## src/verilog/orre_pkg.sv

```systemverilog
// Package: opcodes, widths and reset values for the return/OR/rotate execution block
package orre_pkg;

  // ----------------------------------------------------------------
  // Operation select
  // ----------------------------------------------------------------
  typedef enum logic [2:0] {
    ORRE_OP_NONE   = 3'h0,
    ORRE_OP_OR_MEM = 3'h1,
    ORRE_OP_SUBEX  = 3'h2,
    ORRE_OP_LITEX  = 3'h3,
    ORRE_OP_INTEX  = 3'h4,
    ORRE_OP_ROTL   = 3'h5
  } orre_op_t;

  // ----------------------------------------------------------------
  // Sizes and reset values
  // ----------------------------------------------------------------
  localparam int          ORRE_DATA_W   = 8;
  localparam int          ORRE_PC_W     = 13;
  localparam int          ORRE_SP_W     = 3;
  localparam logic        ORRE_MIE_RST  = 1'b0;
  localparam logic [7:0]  ORRE_ACC_RST  = 8'h00;
  localparam logic [2:0]  ORRE_SP_RST   = 3'h0;
  localparam logic [2:0]  ORRE_SP_STEP  = 3'h1;
  localparam logic [7:0]  ORRE_ZERO_B   = 8'h00;

endpackage

```

## src/verilog/orre_exec.sv

```systemverilog
// Execution unit for OR-to-memory, the three return forms and rotate-left of memory
// Functional notes
// RL1: OR-to-memory writes accumulator OR memory byte back to that byte and updates only zero.
// RL2: Subroutine exit pops the stacked address into the program counter, flags untouched.
// RL3: Exit-with-literal pops the program counter and loads the immediate into the accumulator.
// RL4: Interrupt exit pops the program counter and sets the master interrupt enable to 1.
// RL5: A request pending at interrupt exit is serviced before the main program resumes; the code takes it only in a cycle with EXEC_VALID low.
// RL6: While master interrupt enable is clear no interrupt is taken.
// RL7: Rotate-left moves bit i to bit i+1 for i 0 to 6 and bit 7 to bit 0.
// RL8: Every return form decrements the stack pointer by one entry.
module orre_exec
  import orre_pkg::*;
#(
  parameter int DATA_W = ORRE_DATA_W,
  parameter int PC_W   = ORRE_PC_W,
  parameter int SP_W   = ORRE_SP_W
) (
  // Clock and reset
  input  wire logic              REF_CLK,
  input  wire logic              SRST,
  // Instruction issue
  input  wire logic              EXEC_VALID,
  input  wire orre_op_t          EXEC_OP,
  input  wire logic [DATA_W-1:0] IMM_DATA,
  // Data memory read data of the addressed byte
  input  wire logic [DATA_W-1:0] MEM_RDATA,
  // Return stack top entry
  input  wire logic [PC_W-1:0]   STACK_TOP,
  // Interrupt request from the controller
  input  wire logic              IRQ_PENDING,
  // Master interrupt enable control from other instructions
  input  wire logic              MIE_CLR,
  // Data memory write back
  output logic                   MEM_WE,
  output logic [DATA_W-1:0]      MEM_WDATA,
  // Program counter load
  output logic                   PC_LOAD,
  output logic [PC_W-1:0]        PC_NEXT,
  // Accumulator and flags
  output logic [DATA_W-1:0]      ACC,
  output logic                   ZERO_FLAG,
  output logic [SP_W-1:0]        STACK_PTR,
  // Interrupt gating
  output logic                   MASTER_INTERRUPT_ENABLE,
  output logic                   IRQ_TAKE
);

  // Elaboration check of the parameter set
  if (DATA_W != 8 || PC_W < 1 || SP_W < 1) begin : g_bad_params
    $error("orre_exec: unsupported parameters");
  end

  // ----------------------------------------------------------------
  // Decode and datapath
  // ----------------------------------------------------------------
  function automatic logic is_return(input orre_op_t op);
    is_return = (op == ORRE_OP_SUBEX) || (op == ORRE_OP_LITEX) || (op == ORRE_OP_INTEX);
  endfunction

  logic [DATA_W-1:0] or_res;
  logic [DATA_W-1:0] rot_res;
  logic              do_or_mem;
  logic              do_rot;
  logic              do_exit;
  logic              do_intex;

  assign do_or_mem = EXEC_VALID && (EXEC_OP == ORRE_OP_OR_MEM);
  assign do_rot    = EXEC_VALID && (EXEC_OP == ORRE_OP_ROTL);
  assign do_exit   = EXEC_VALID && is_return(EXEC_OP);
  assign do_intex  = EXEC_VALID && (EXEC_OP == ORRE_OP_INTEX);
  assign or_res   = ACC | MEM_RDATA;                               // [RL1]
  assign rot_res  = {MEM_RDATA[DATA_W-2:0], MEM_RDATA[DATA_W-1]}; // [RL7]

  // ----------------------------------------------------------------
  // Memory write back
  // ----------------------------------------------------------------
  always_ff @(posedge REF_CLK) begin
    if (SRST) begin
      MEM_WE    <= 1'b0;
      MEM_WDATA <= ORRE_ZERO_B;
    end else begin
      MEM_WE <= do_or_mem || do_rot;
      if (do_or_mem) begin
        MEM_WDATA <= or_res;                                       // [RL1]
      end else if (do_rot) begin
        MEM_WDATA <= rot_res;                                      // [RL7]
      end
    end
  end

  // ----------------------------------------------------------------
  // Zero flag, only OR-to-memory touches it
  // ----------------------------------------------------------------
  always_ff @(posedge REF_CLK) begin
    if (SRST) begin
      ZERO_FLAG <= 1'b0;
    end else if (do_or_mem) begin
      ZERO_FLAG <= (or_res == ORRE_ZERO_B);                        // [RL1]
    end
  end

  // ----------------------------------------------------------------
  // Program counter and stack pointer
  // ----------------------------------------------------------------
  always_ff @(posedge REF_CLK) begin
    if (SRST) begin
      PC_LOAD   <= 1'b0;
      PC_NEXT   <= '0;
      STACK_PTR <= SP_W'(ORRE_SP_RST);
    end else begin
      PC_LOAD <= do_exit;
      if (do_exit) begin
        PC_NEXT   <= STACK_TOP;                                    // [RL2] [RL3] [RL4]
        STACK_PTR <= STACK_PTR - SP_W'(ORRE_SP_STEP);              // [RL8]
      end
    end
  end

  // ----------------------------------------------------------------
  // Accumulator
  // ----------------------------------------------------------------
  always_ff @(posedge REF_CLK) begin
    if (SRST) begin
      ACC <= ORRE_ACC_RST;
    end else if (EXEC_VALID && EXEC_OP == ORRE_OP_LITEX) begin
      ACC <= IMM_DATA;                                             // [RL3]
    end
  end

  // ----------------------------------------------------------------
  // Master interrupt enable and gating
  // ----------------------------------------------------------------
  always_ff @(posedge REF_CLK) begin
    if (SRST) begin
      MASTER_INTERRUPT_ENABLE <= ORRE_MIE_RST;
    end else if (do_intex) begin
      MASTER_INTERRUPT_ENABLE <= 1'b1;                             // [RL4]
    end else if (MIE_CLR || IRQ_TAKE) begin
      MASTER_INTERRUPT_ENABLE <= 1'b0;
    end
  end

  // Taken only between instructions; after interrupt exit a pending request waits for a cycle with EXEC_VALID low
  assign IRQ_TAKE = MASTER_INTERRUPT_ENABLE && IRQ_PENDING && !EXEC_VALID; // [RL5] [RL6]

  // ----------------------------------------------------------------
  // Assertions
  // ----------------------------------------------------------------
  property p_or_write;
    @(posedge REF_CLK) disable iff (SRST)
      do_or_mem |=> MEM_WE && MEM_WDATA == ($past(ACC) | $past(MEM_RDATA));
  endproperty
  a_or_write: assert property (p_or_write) else $error("OR write back wrong"); // [RL1]

  property p_or_zero;
    @(posedge REF_CLK) disable iff (SRST)
      do_or_mem |=> ZERO_FLAG == (MEM_WDATA == ORRE_ZERO_B);
  endproperty
  a_or_zero: assert property (p_or_zero) else $error("Zero flag wrong"); // [RL1]

  property p_sub_pc;
    @(posedge REF_CLK) disable iff (SRST)
      (EXEC_VALID && EXEC_OP == ORRE_OP_SUBEX) |=>
        PC_LOAD && PC_NEXT == $past(STACK_TOP) && $stable(ZERO_FLAG) && $stable(ACC);
  endproperty
  a_sub_pc: assert property (p_sub_pc) else $error("Subroutine exit wrong"); // [RL2]

  property p_lit_acc;
    @(posedge REF_CLK) disable iff (SRST)
      (EXEC_VALID && EXEC_OP == ORRE_OP_LITEX) |=>
        ACC == $past(IMM_DATA) && PC_LOAD && $stable(ZERO_FLAG);
  endproperty
  a_lit_acc: assert property (p_lit_acc) else $error("Literal exit wrong"); // [RL3]

  property p_int_mie;
    @(posedge REF_CLK) disable iff (SRST)
      do_intex |=> MASTER_INTERRUPT_ENABLE && PC_LOAD && $stable(ZERO_FLAG);
  endproperty
  a_int_mie: assert property (p_int_mie) else $error("Interrupt exit wrong"); // [RL4]

  property p_pending;
    @(posedge REF_CLK) disable iff (SRST)
      (do_intex ##1 (IRQ_PENDING && !EXEC_VALID)) |-> IRQ_TAKE;
  endproperty
  a_pending: assert property (p_pending) else $error("Pending not serviced"); // [RL5]

  property p_gate;
    @(posedge REF_CLK) disable iff (SRST)
      !MASTER_INTERRUPT_ENABLE |-> !IRQ_TAKE;
  endproperty
  a_gate: assert property (p_gate) else $error("Interrupt taken while disabled"); // [RL6]

  property p_rot;
    @(posedge REF_CLK) disable iff (SRST)
      do_rot |=> MEM_WE && MEM_WDATA[0] == $past(MEM_RDATA[DATA_W-1])
        && MEM_WDATA[DATA_W-1:1] == $past(MEM_RDATA[DATA_W-2:0]);
  endproperty
  a_rot: assert property (p_rot) else $error("Rotate wrong"); // [RL7]

  property p_sp;
    @(posedge REF_CLK) disable iff (SRST)
      do_exit |=> STACK_PTR == $past(STACK_PTR) - SP_W'(ORRE_SP_STEP);
  endproperty
  a_sp: assert property (p_sp) else $error("Stack pointer not decremented"); // [RL8]

  property p_or_only_zero;
    @(posedge REF_CLK) disable iff (SRST)
      do_or_mem |=> $stable(ACC) && $stable(STACK_PTR) && !PC_LOAD;
  endproperty
  a_or_only_zero: assert property (p_or_only_zero) else $error("OR side effect"); // [RL1]

  property p_lit_pc;
    @(posedge REF_CLK) disable iff (SRST)
      (EXEC_VALID && EXEC_OP == ORRE_OP_LITEX) |=> PC_NEXT == $past(STACK_TOP);
  endproperty
  a_lit_pc: assert property (p_lit_pc) else $error("Literal exit target wrong"); // [RL3]

  property p_int_pc;
    @(posedge REF_CLK) disable iff (SRST)
      do_intex |=> PC_NEXT == $past(STACK_TOP) && $stable(ACC);
  endproperty
  a_int_pc: assert property (p_int_pc) else $error("Interrupt exit target wrong"); // [RL4]

  c_or_mem: cover property (@(posedge REF_CLK) disable iff (SRST) do_or_mem);
  c_rot:   cover property (@(posedge REF_CLK) disable iff (SRST) do_rot);
  c_lit:   cover property (@(posedge REF_CLK) disable iff (SRST)
                           EXEC_VALID && EXEC_OP == ORRE_OP_LITEX);
  c_ipend: cover property (@(posedge REF_CLK) disable iff (SRST) do_intex ##1 IRQ_TAKE);

endmodule

```

## config.mk

```make
export PLATFORM = sky130hd
export DESIGN_NAME = orre_exec
export DESIGN_NICKNAME = d
export VERILOG_FILES = /design/src/verilog/orre_pkg.sv /design/src/verilog/orre_exec.sv
export SDC_FILE = /design/constraint.sdc
export NUM_CORES = 1
export LEC_CHECK = 0
export BUFFER_PORTS_ARGS = -buffer_cell sky130_fd_sc_hd__buf_2
export CORE_ASPECT_RATIO = 0.8
export CORE_MARGIN = 5
export CORE_UTILIZATION = 50
export CTS_CLUSTER_DIAMETER = 200
export DETAILED_ROUTE_END_ITERATION = 7
export PLACE_DENSITY = 0.92
export SLEW_MARGIN = 30
export SYNTH_ARGS = -nofsm -noshare
export SYNTH_HDL_FRONTEND = slang
export SYNTH_SLANG_ARGS = --single-unit
```

## constraint.sdc

```tcl
create_clock -name REF_CLK -period 1.9 [get_ports REF_CLK]
set_input_delay 0.095 -clock REF_CLK [delete_from_list [all_inputs] [get_ports REF_CLK]]
set_output_delay 0.095 -clock REF_CLK [all_outputs]
set_load 0.01 [all_outputs]
```

* Yosys cells after proc, flatten, opt, wreduce, memory -nomap -nowiden *
Cells that the tools add are included.

storage, ports and cells
  register bits = 36
  input bits = 37
  output and inout port bits = 37

operators by class
  $add $sub $neg = 1
  eq/ne operators = 5
  multiplexer cells = 4
  bitwise gates (word level) = 1
  reduce and logical (&&, ||, !) cells = 15

operators with widths
  operator               number
  $mux W8                2
  $logic_not A8 Y1       1
  $or A8 B8 Y8           1
  $logic_and A1 B1 Y1    7
  $eq A3 B2 Y1 const B   2
  $eq A3 B3 Y1 const B   2
  $logic_or A1 B1 Y1     4
  $reduce_bool A2 Y1     2
  $eq A3 B1 Y1 const B   1
  $sub A3 B1 Y3 const B  1
  $mux W1                2
  $logic_not A1 Y1       1

* Longest topological paths before layout *
  depth in word-level cells = 5
  depth in mapped cells = 5

* Worst setup path before layout *
Ideal clock, no wire load.

  path type = flip-flop to flip-flop
  start point = reg STACK_PTR[2]
  end point = reg STACK_PTR[2]
  setup time = 62 ps
  arrival time = 1010 ps
  data required time = 1838 ps
  slack = 828 ps
  cell stages (with the launch flop) = 4
  path buffers = 0
  period minus slack after synthesis = 1072 ps
  path through = dfxtp_1 -> inv_1 -> or4_1 -> nand3_1

on the way
  word-level cells in the longest chain between the ends = 1

RTL lines
  item                    RTL line          text
  start, declared         orre_exec.sv:42   output logic [SP_W-1:0] STACK_PTR,
  start signal, assigned  orre_exec.sv:109  STACK_PTR <= SP_W'(ORRE_SP_RST);
  start signal, assigned  orre_exec.sv:114  STACK_PTR <= STACK_PTR - SP_W'(ORRE_SP_STEP);
  $sub A3 B1 Y3           orre_exec.sv:114

No other way between the ends.
A chain may end at the register's enable or synchronous reset.

* Final worst setup path *
  start point = reg ACC[3]
  end point = reg ZERO_FLAG

on the way
  word-level cells in the longest chain between the ends = 2

RTL lines
  item                    RTL line          text
  start, declared         orre_exec.sv:40   output logic [DATA_W-1:0] ACC,
  start signal, assigned  orre_exec.sv:124  ACC <= ORRE_ACC_RST;
  start signal, assigned  orre_exec.sv:126  ACC <= IMM_DATA;
  $or A8 B8 Y8            orre_exec.sv:71   assign or_res = ACC | MEM_RDATA;
  $logic_not A8 Y1        orre_exec.sv:98   ZERO_FLAG <= (or_res == ORRE_ZERO_B);
  end signal, assigned    orre_exec.sv:98
  end, declared           orre_exec.sv:41   output logic ZERO_FLAG,

No other way between the ends.

==> results.sh <==
export IMPL_num_antenna_cells=0
export IMPL_reg2reg_depth=3
export IMPL_cpPeakStageDelay_ns=0.35
export IMPL_setup_viol=0
export IMPL_nFillCells=268
export IMPL_rrSetupSlack_ns=0.66
export IMPL_antenna_left=0
export IMPL_synthSimpleGateAreaFrac_pct=28.9
export IMPL_final_common_cell="buf_2"
export IMPL_clock_tree_root_cell="clkbuf_8"
export IMPL_skew_ns=0.00546
export IMPL_synth_warnings=0
export IMPL_rsz0062_at_grt="false"
export IMPL_start_util_pct=52.9
export IMPL_hold_class="input pin to flip-flop"
export IMPL_cts_made_buffers=5
export IMPL_min_delay_start="IMM_DATA[4]"
export IMPL_num_rows=18
export IMPL_worst_path_buf_inv=0
export IMPL_drt_initial_drc_count=120
export IMPL_worstSetupPathType="flip-flop to flip-flop"
export IMPL_grt_pass1_wl_um=6110
export IMPL_vias_per_cell=5.07
export IMPL_postSynth_asyncResetShare_pct=0
export IMPL_setup_tns_ns=0
export IMPL_dp_hpwl_um=2990
export IMPL_place_congestion=0.872
export IMPL_wl_um=4040
export IMPL_critical_path_depth=3
export IMPL_wl_per_cell_um=13.8
export IMPL_clock_fmax_ghz=0.805
export IMPL_die_h_um=61.5
export IMPL_clkLatencyLatePin_ns=0.28
export IMPL_synth_mux_area_share_pct=8.54
export IMPL_firstDrtPassIters=4
export IMPL_r2r_start="ACC[3]"
export IMPL_powerDensity_mw_per_mm2=738
export IMPL_io_pins=74
export IMPL_synthesis_area_sq_mm=0.00166
export IMPL_worstPathCellList="nor4_1 > nand4_1 > a211oi_1"
export IMPL_route_vias_total=1481
export IMPL_synth_edf_count=0
export IMPL_path_clk_slew_ns=0.07
export IMPL_portBuffers=73
export IMPL_outcome="finished, final reports clean"
export IMPL_mostFrequentLayoutCells="73 x buf_2, 36 x dfxtp_1, 35 x nand2b_1"
export IMPL_seqCellArea_sq_um=721
export IMPL_antenna_found_initial=0
export IMPL_maxCapViolCount=0
export IMPL_vdd_drop_max_uv=544
export IMPL_avgSynthCellArea_sq_um=9.05
export IMPL_hold_path_depth=3
export IMPL_worstMarginPinSlew_ns=0.737
export IMPL_syn_to_final_growth_pct=26.2
export IMPL_synthCells=183
export IMPL_hold_violations=0
export IMPL_worst_path_dominant_cell_family="simple AND/OR/NAND/NOR gates"
export IMPL_grt_pass1_vias=1380
export IMPL_min_to="ACC[4]"
export IMPL_cp_slowest_cell="dfxtp_1"
export IMPL_route_detailed_drc=0
export IMPL_place_inst=284
export IMPL_overflow=0
export IMPL_cts_setup_buffers=0
export IMPL_finalNetCount=289
export IMPL_synth_compound_area_share_pct=12.4
export IMPL_synth_xor_area_share_pct=0
export IMPL_grt_max_degree=54
export IMPL_fin_crit_ns=1.24
export IMPL_htreeDepth=2
export IMPL_cp_start_kind="flip-flop"
export IMPL_p_leak_nw=0.935
export IMPL_synth_top_family_by_area="simple AND/OR/NAND/NOR gates"
export IMPL_die_area_sq_mm=0.00457
export IMPL_reg2reg_to="ZERO_FLAG"
export IMPL_post_cts_resized=0
export IMPL_synth_cell_types=34
export IMPL_synth_adder_area_share_pct=0.756
export IMPL_cts_tree="yes"
export IMPL_die_x_um=74.3
export IMPL_clockBufferDepth=2
export IMPL_multiInputGateArea_sq_um=838
export IMPL_core_sq_mm=0.00313
export IMPL_drive_above_1_share_pct=34.1
export IMPL_synth_ff_type="dfxtp_1"
export IMPL_critPathMaxFanout=4
export IMPL_critPathRequiredTime_ns=2.09
export IMPL_ys_ff_latch=36
export IMPL_relSlewSlack_pct=50.8
export IMPL_maxSlewViolCount=0
export IMPL_stdcell_count=292
export IMPL_syn_num_nets=221
export IMPL_period_share_pct=65.4
export IMPL_grt_total_usage_pct=17.7
export IMPL_arrival_ns=1.43
export IMPL_cts_hold_buf=0
export IMPL_ys_seq_area_share_pct=43.5
export IMPL_end_kind="flip-flop"
export IMPL_cts_num_sinks=36
-- power by group --
| part | total [W] | internal [W] | switching (W) | leakage [nW] |
|---|---|---|---|---|
| Clock | 0.000518 | 0.000255 | 0.000263 | 0.0479 |
| Sequential | 0.000806 | 0.000787 | 0.0000195 | 0.293 |
| Combinational | 0.000217 | 0.000104 | 0.000114 | 0.594 |
| Total | 0.00154 | 0.00115 | 0.000396 | 0.935 |
-- cell families (layout without fill, tap and decap cells) --
logic type                 Yosys count  after routing
buffers and inverters               18             87
and+or+nand+nor                     83             83
muxes                               14             14
DFF                                 36             36
adders and majority gates            1              1
AOI/OAI and AO/OA                   31             31
-- metrics by stage --
| step | setup WS, ns | cell area [sq um] | total power, W | utilization [%] | hold WS, ns |
|---|---|---|---|---|---|
| after CTS | 0.651 | 2090 | 0.00156 | 66.7 | 0.0375 |
| after floorplan | 0.828 | 1660 | 0.000953 | - | 0.231 |
| after global placement | 0.532 | 2000 | 0.00103 | 63.9 | 0.336 |
| after detailed placement | 0.435 | 2000 | 0.00104 | 63.9 | 0.342 |
| final | 0.658 | 2090 | 0.00154 | 66.7 | 0.0448 |
| after global routing | 0.525 | 2090 | 0.00162 | 66.7 | 0.0332 |
-- flip-flops by register name, indices dropped and copies added (netlist names) --
name,flops
PC_NEXT,13
ACC,8
MEM_WDATA,8
STACK_PTR,3
MASTER_INTERRUPT_ENABLE,1
MEM_WE,1
PC_LOAD,1
ZERO_FLAG,1
-- tightest hold or removal path: stages --
cell,delay (ns)
buf_2,0.09
nand2_1,0.04
a21oi_1,0.05
-- cells in the mapped netlist (2+ instances only) --
master / count / area (sq um)
nand2b_1: 35 / 219
inv_1: 5 / 18.8
nor2_1: 7 / 26.3
a21oi_1: 16 / 80.1
clkbuf_1: 7 / 26.3
nand2_1: 24 / 90.1
mux2i_1: 13 / 130
buf_2: 4 / 20.0
dfxtp_1: 36 / 721
nor4_1: 4 / 25.0
o311ai_0: 8 / 70.1
nor4bb_1: 2 / 20.0
-- per-layer routing --
layer  GRT usage (%)  share of wire [%]
met1            21.5                 40
met2            30.1                 50
met3            5.22                8.9
met4            6.85               0.89
met5               0                  0
-- cell type report --
| type | instances | area share [%] |
|---|---|---|
| inverters | 5 | 0.899 |
| clock inverters | 3 | 0.899 |
| clock buffers | 5 | 3.30 |
| multi-input cells | 129 | 40.1 |
| well taps | 40 | 2.40 |
| repair buffers | 74 | 17.9 |
| flip-flops and latches | 36 | 34.5 |
-- worst max-delay path by stage --
stage                 start           end
3_5_place_dp     EXEC_OP[2]   PC_NEXT[12]
6_report             ACC[3]     ZERO_FLAG
2_1_floorplan  STACK_PTR[2]  STACK_PTR[2]
3_3_place_gp     EXEC_OP[2]    PC_NEXT[1]
4_1_cts              ACC[3]     ZERO_FLAG
5_1_grt              ACC[3]     ZERO_FLAG
No activity file was read; power rests on OpenSTA's default activity.
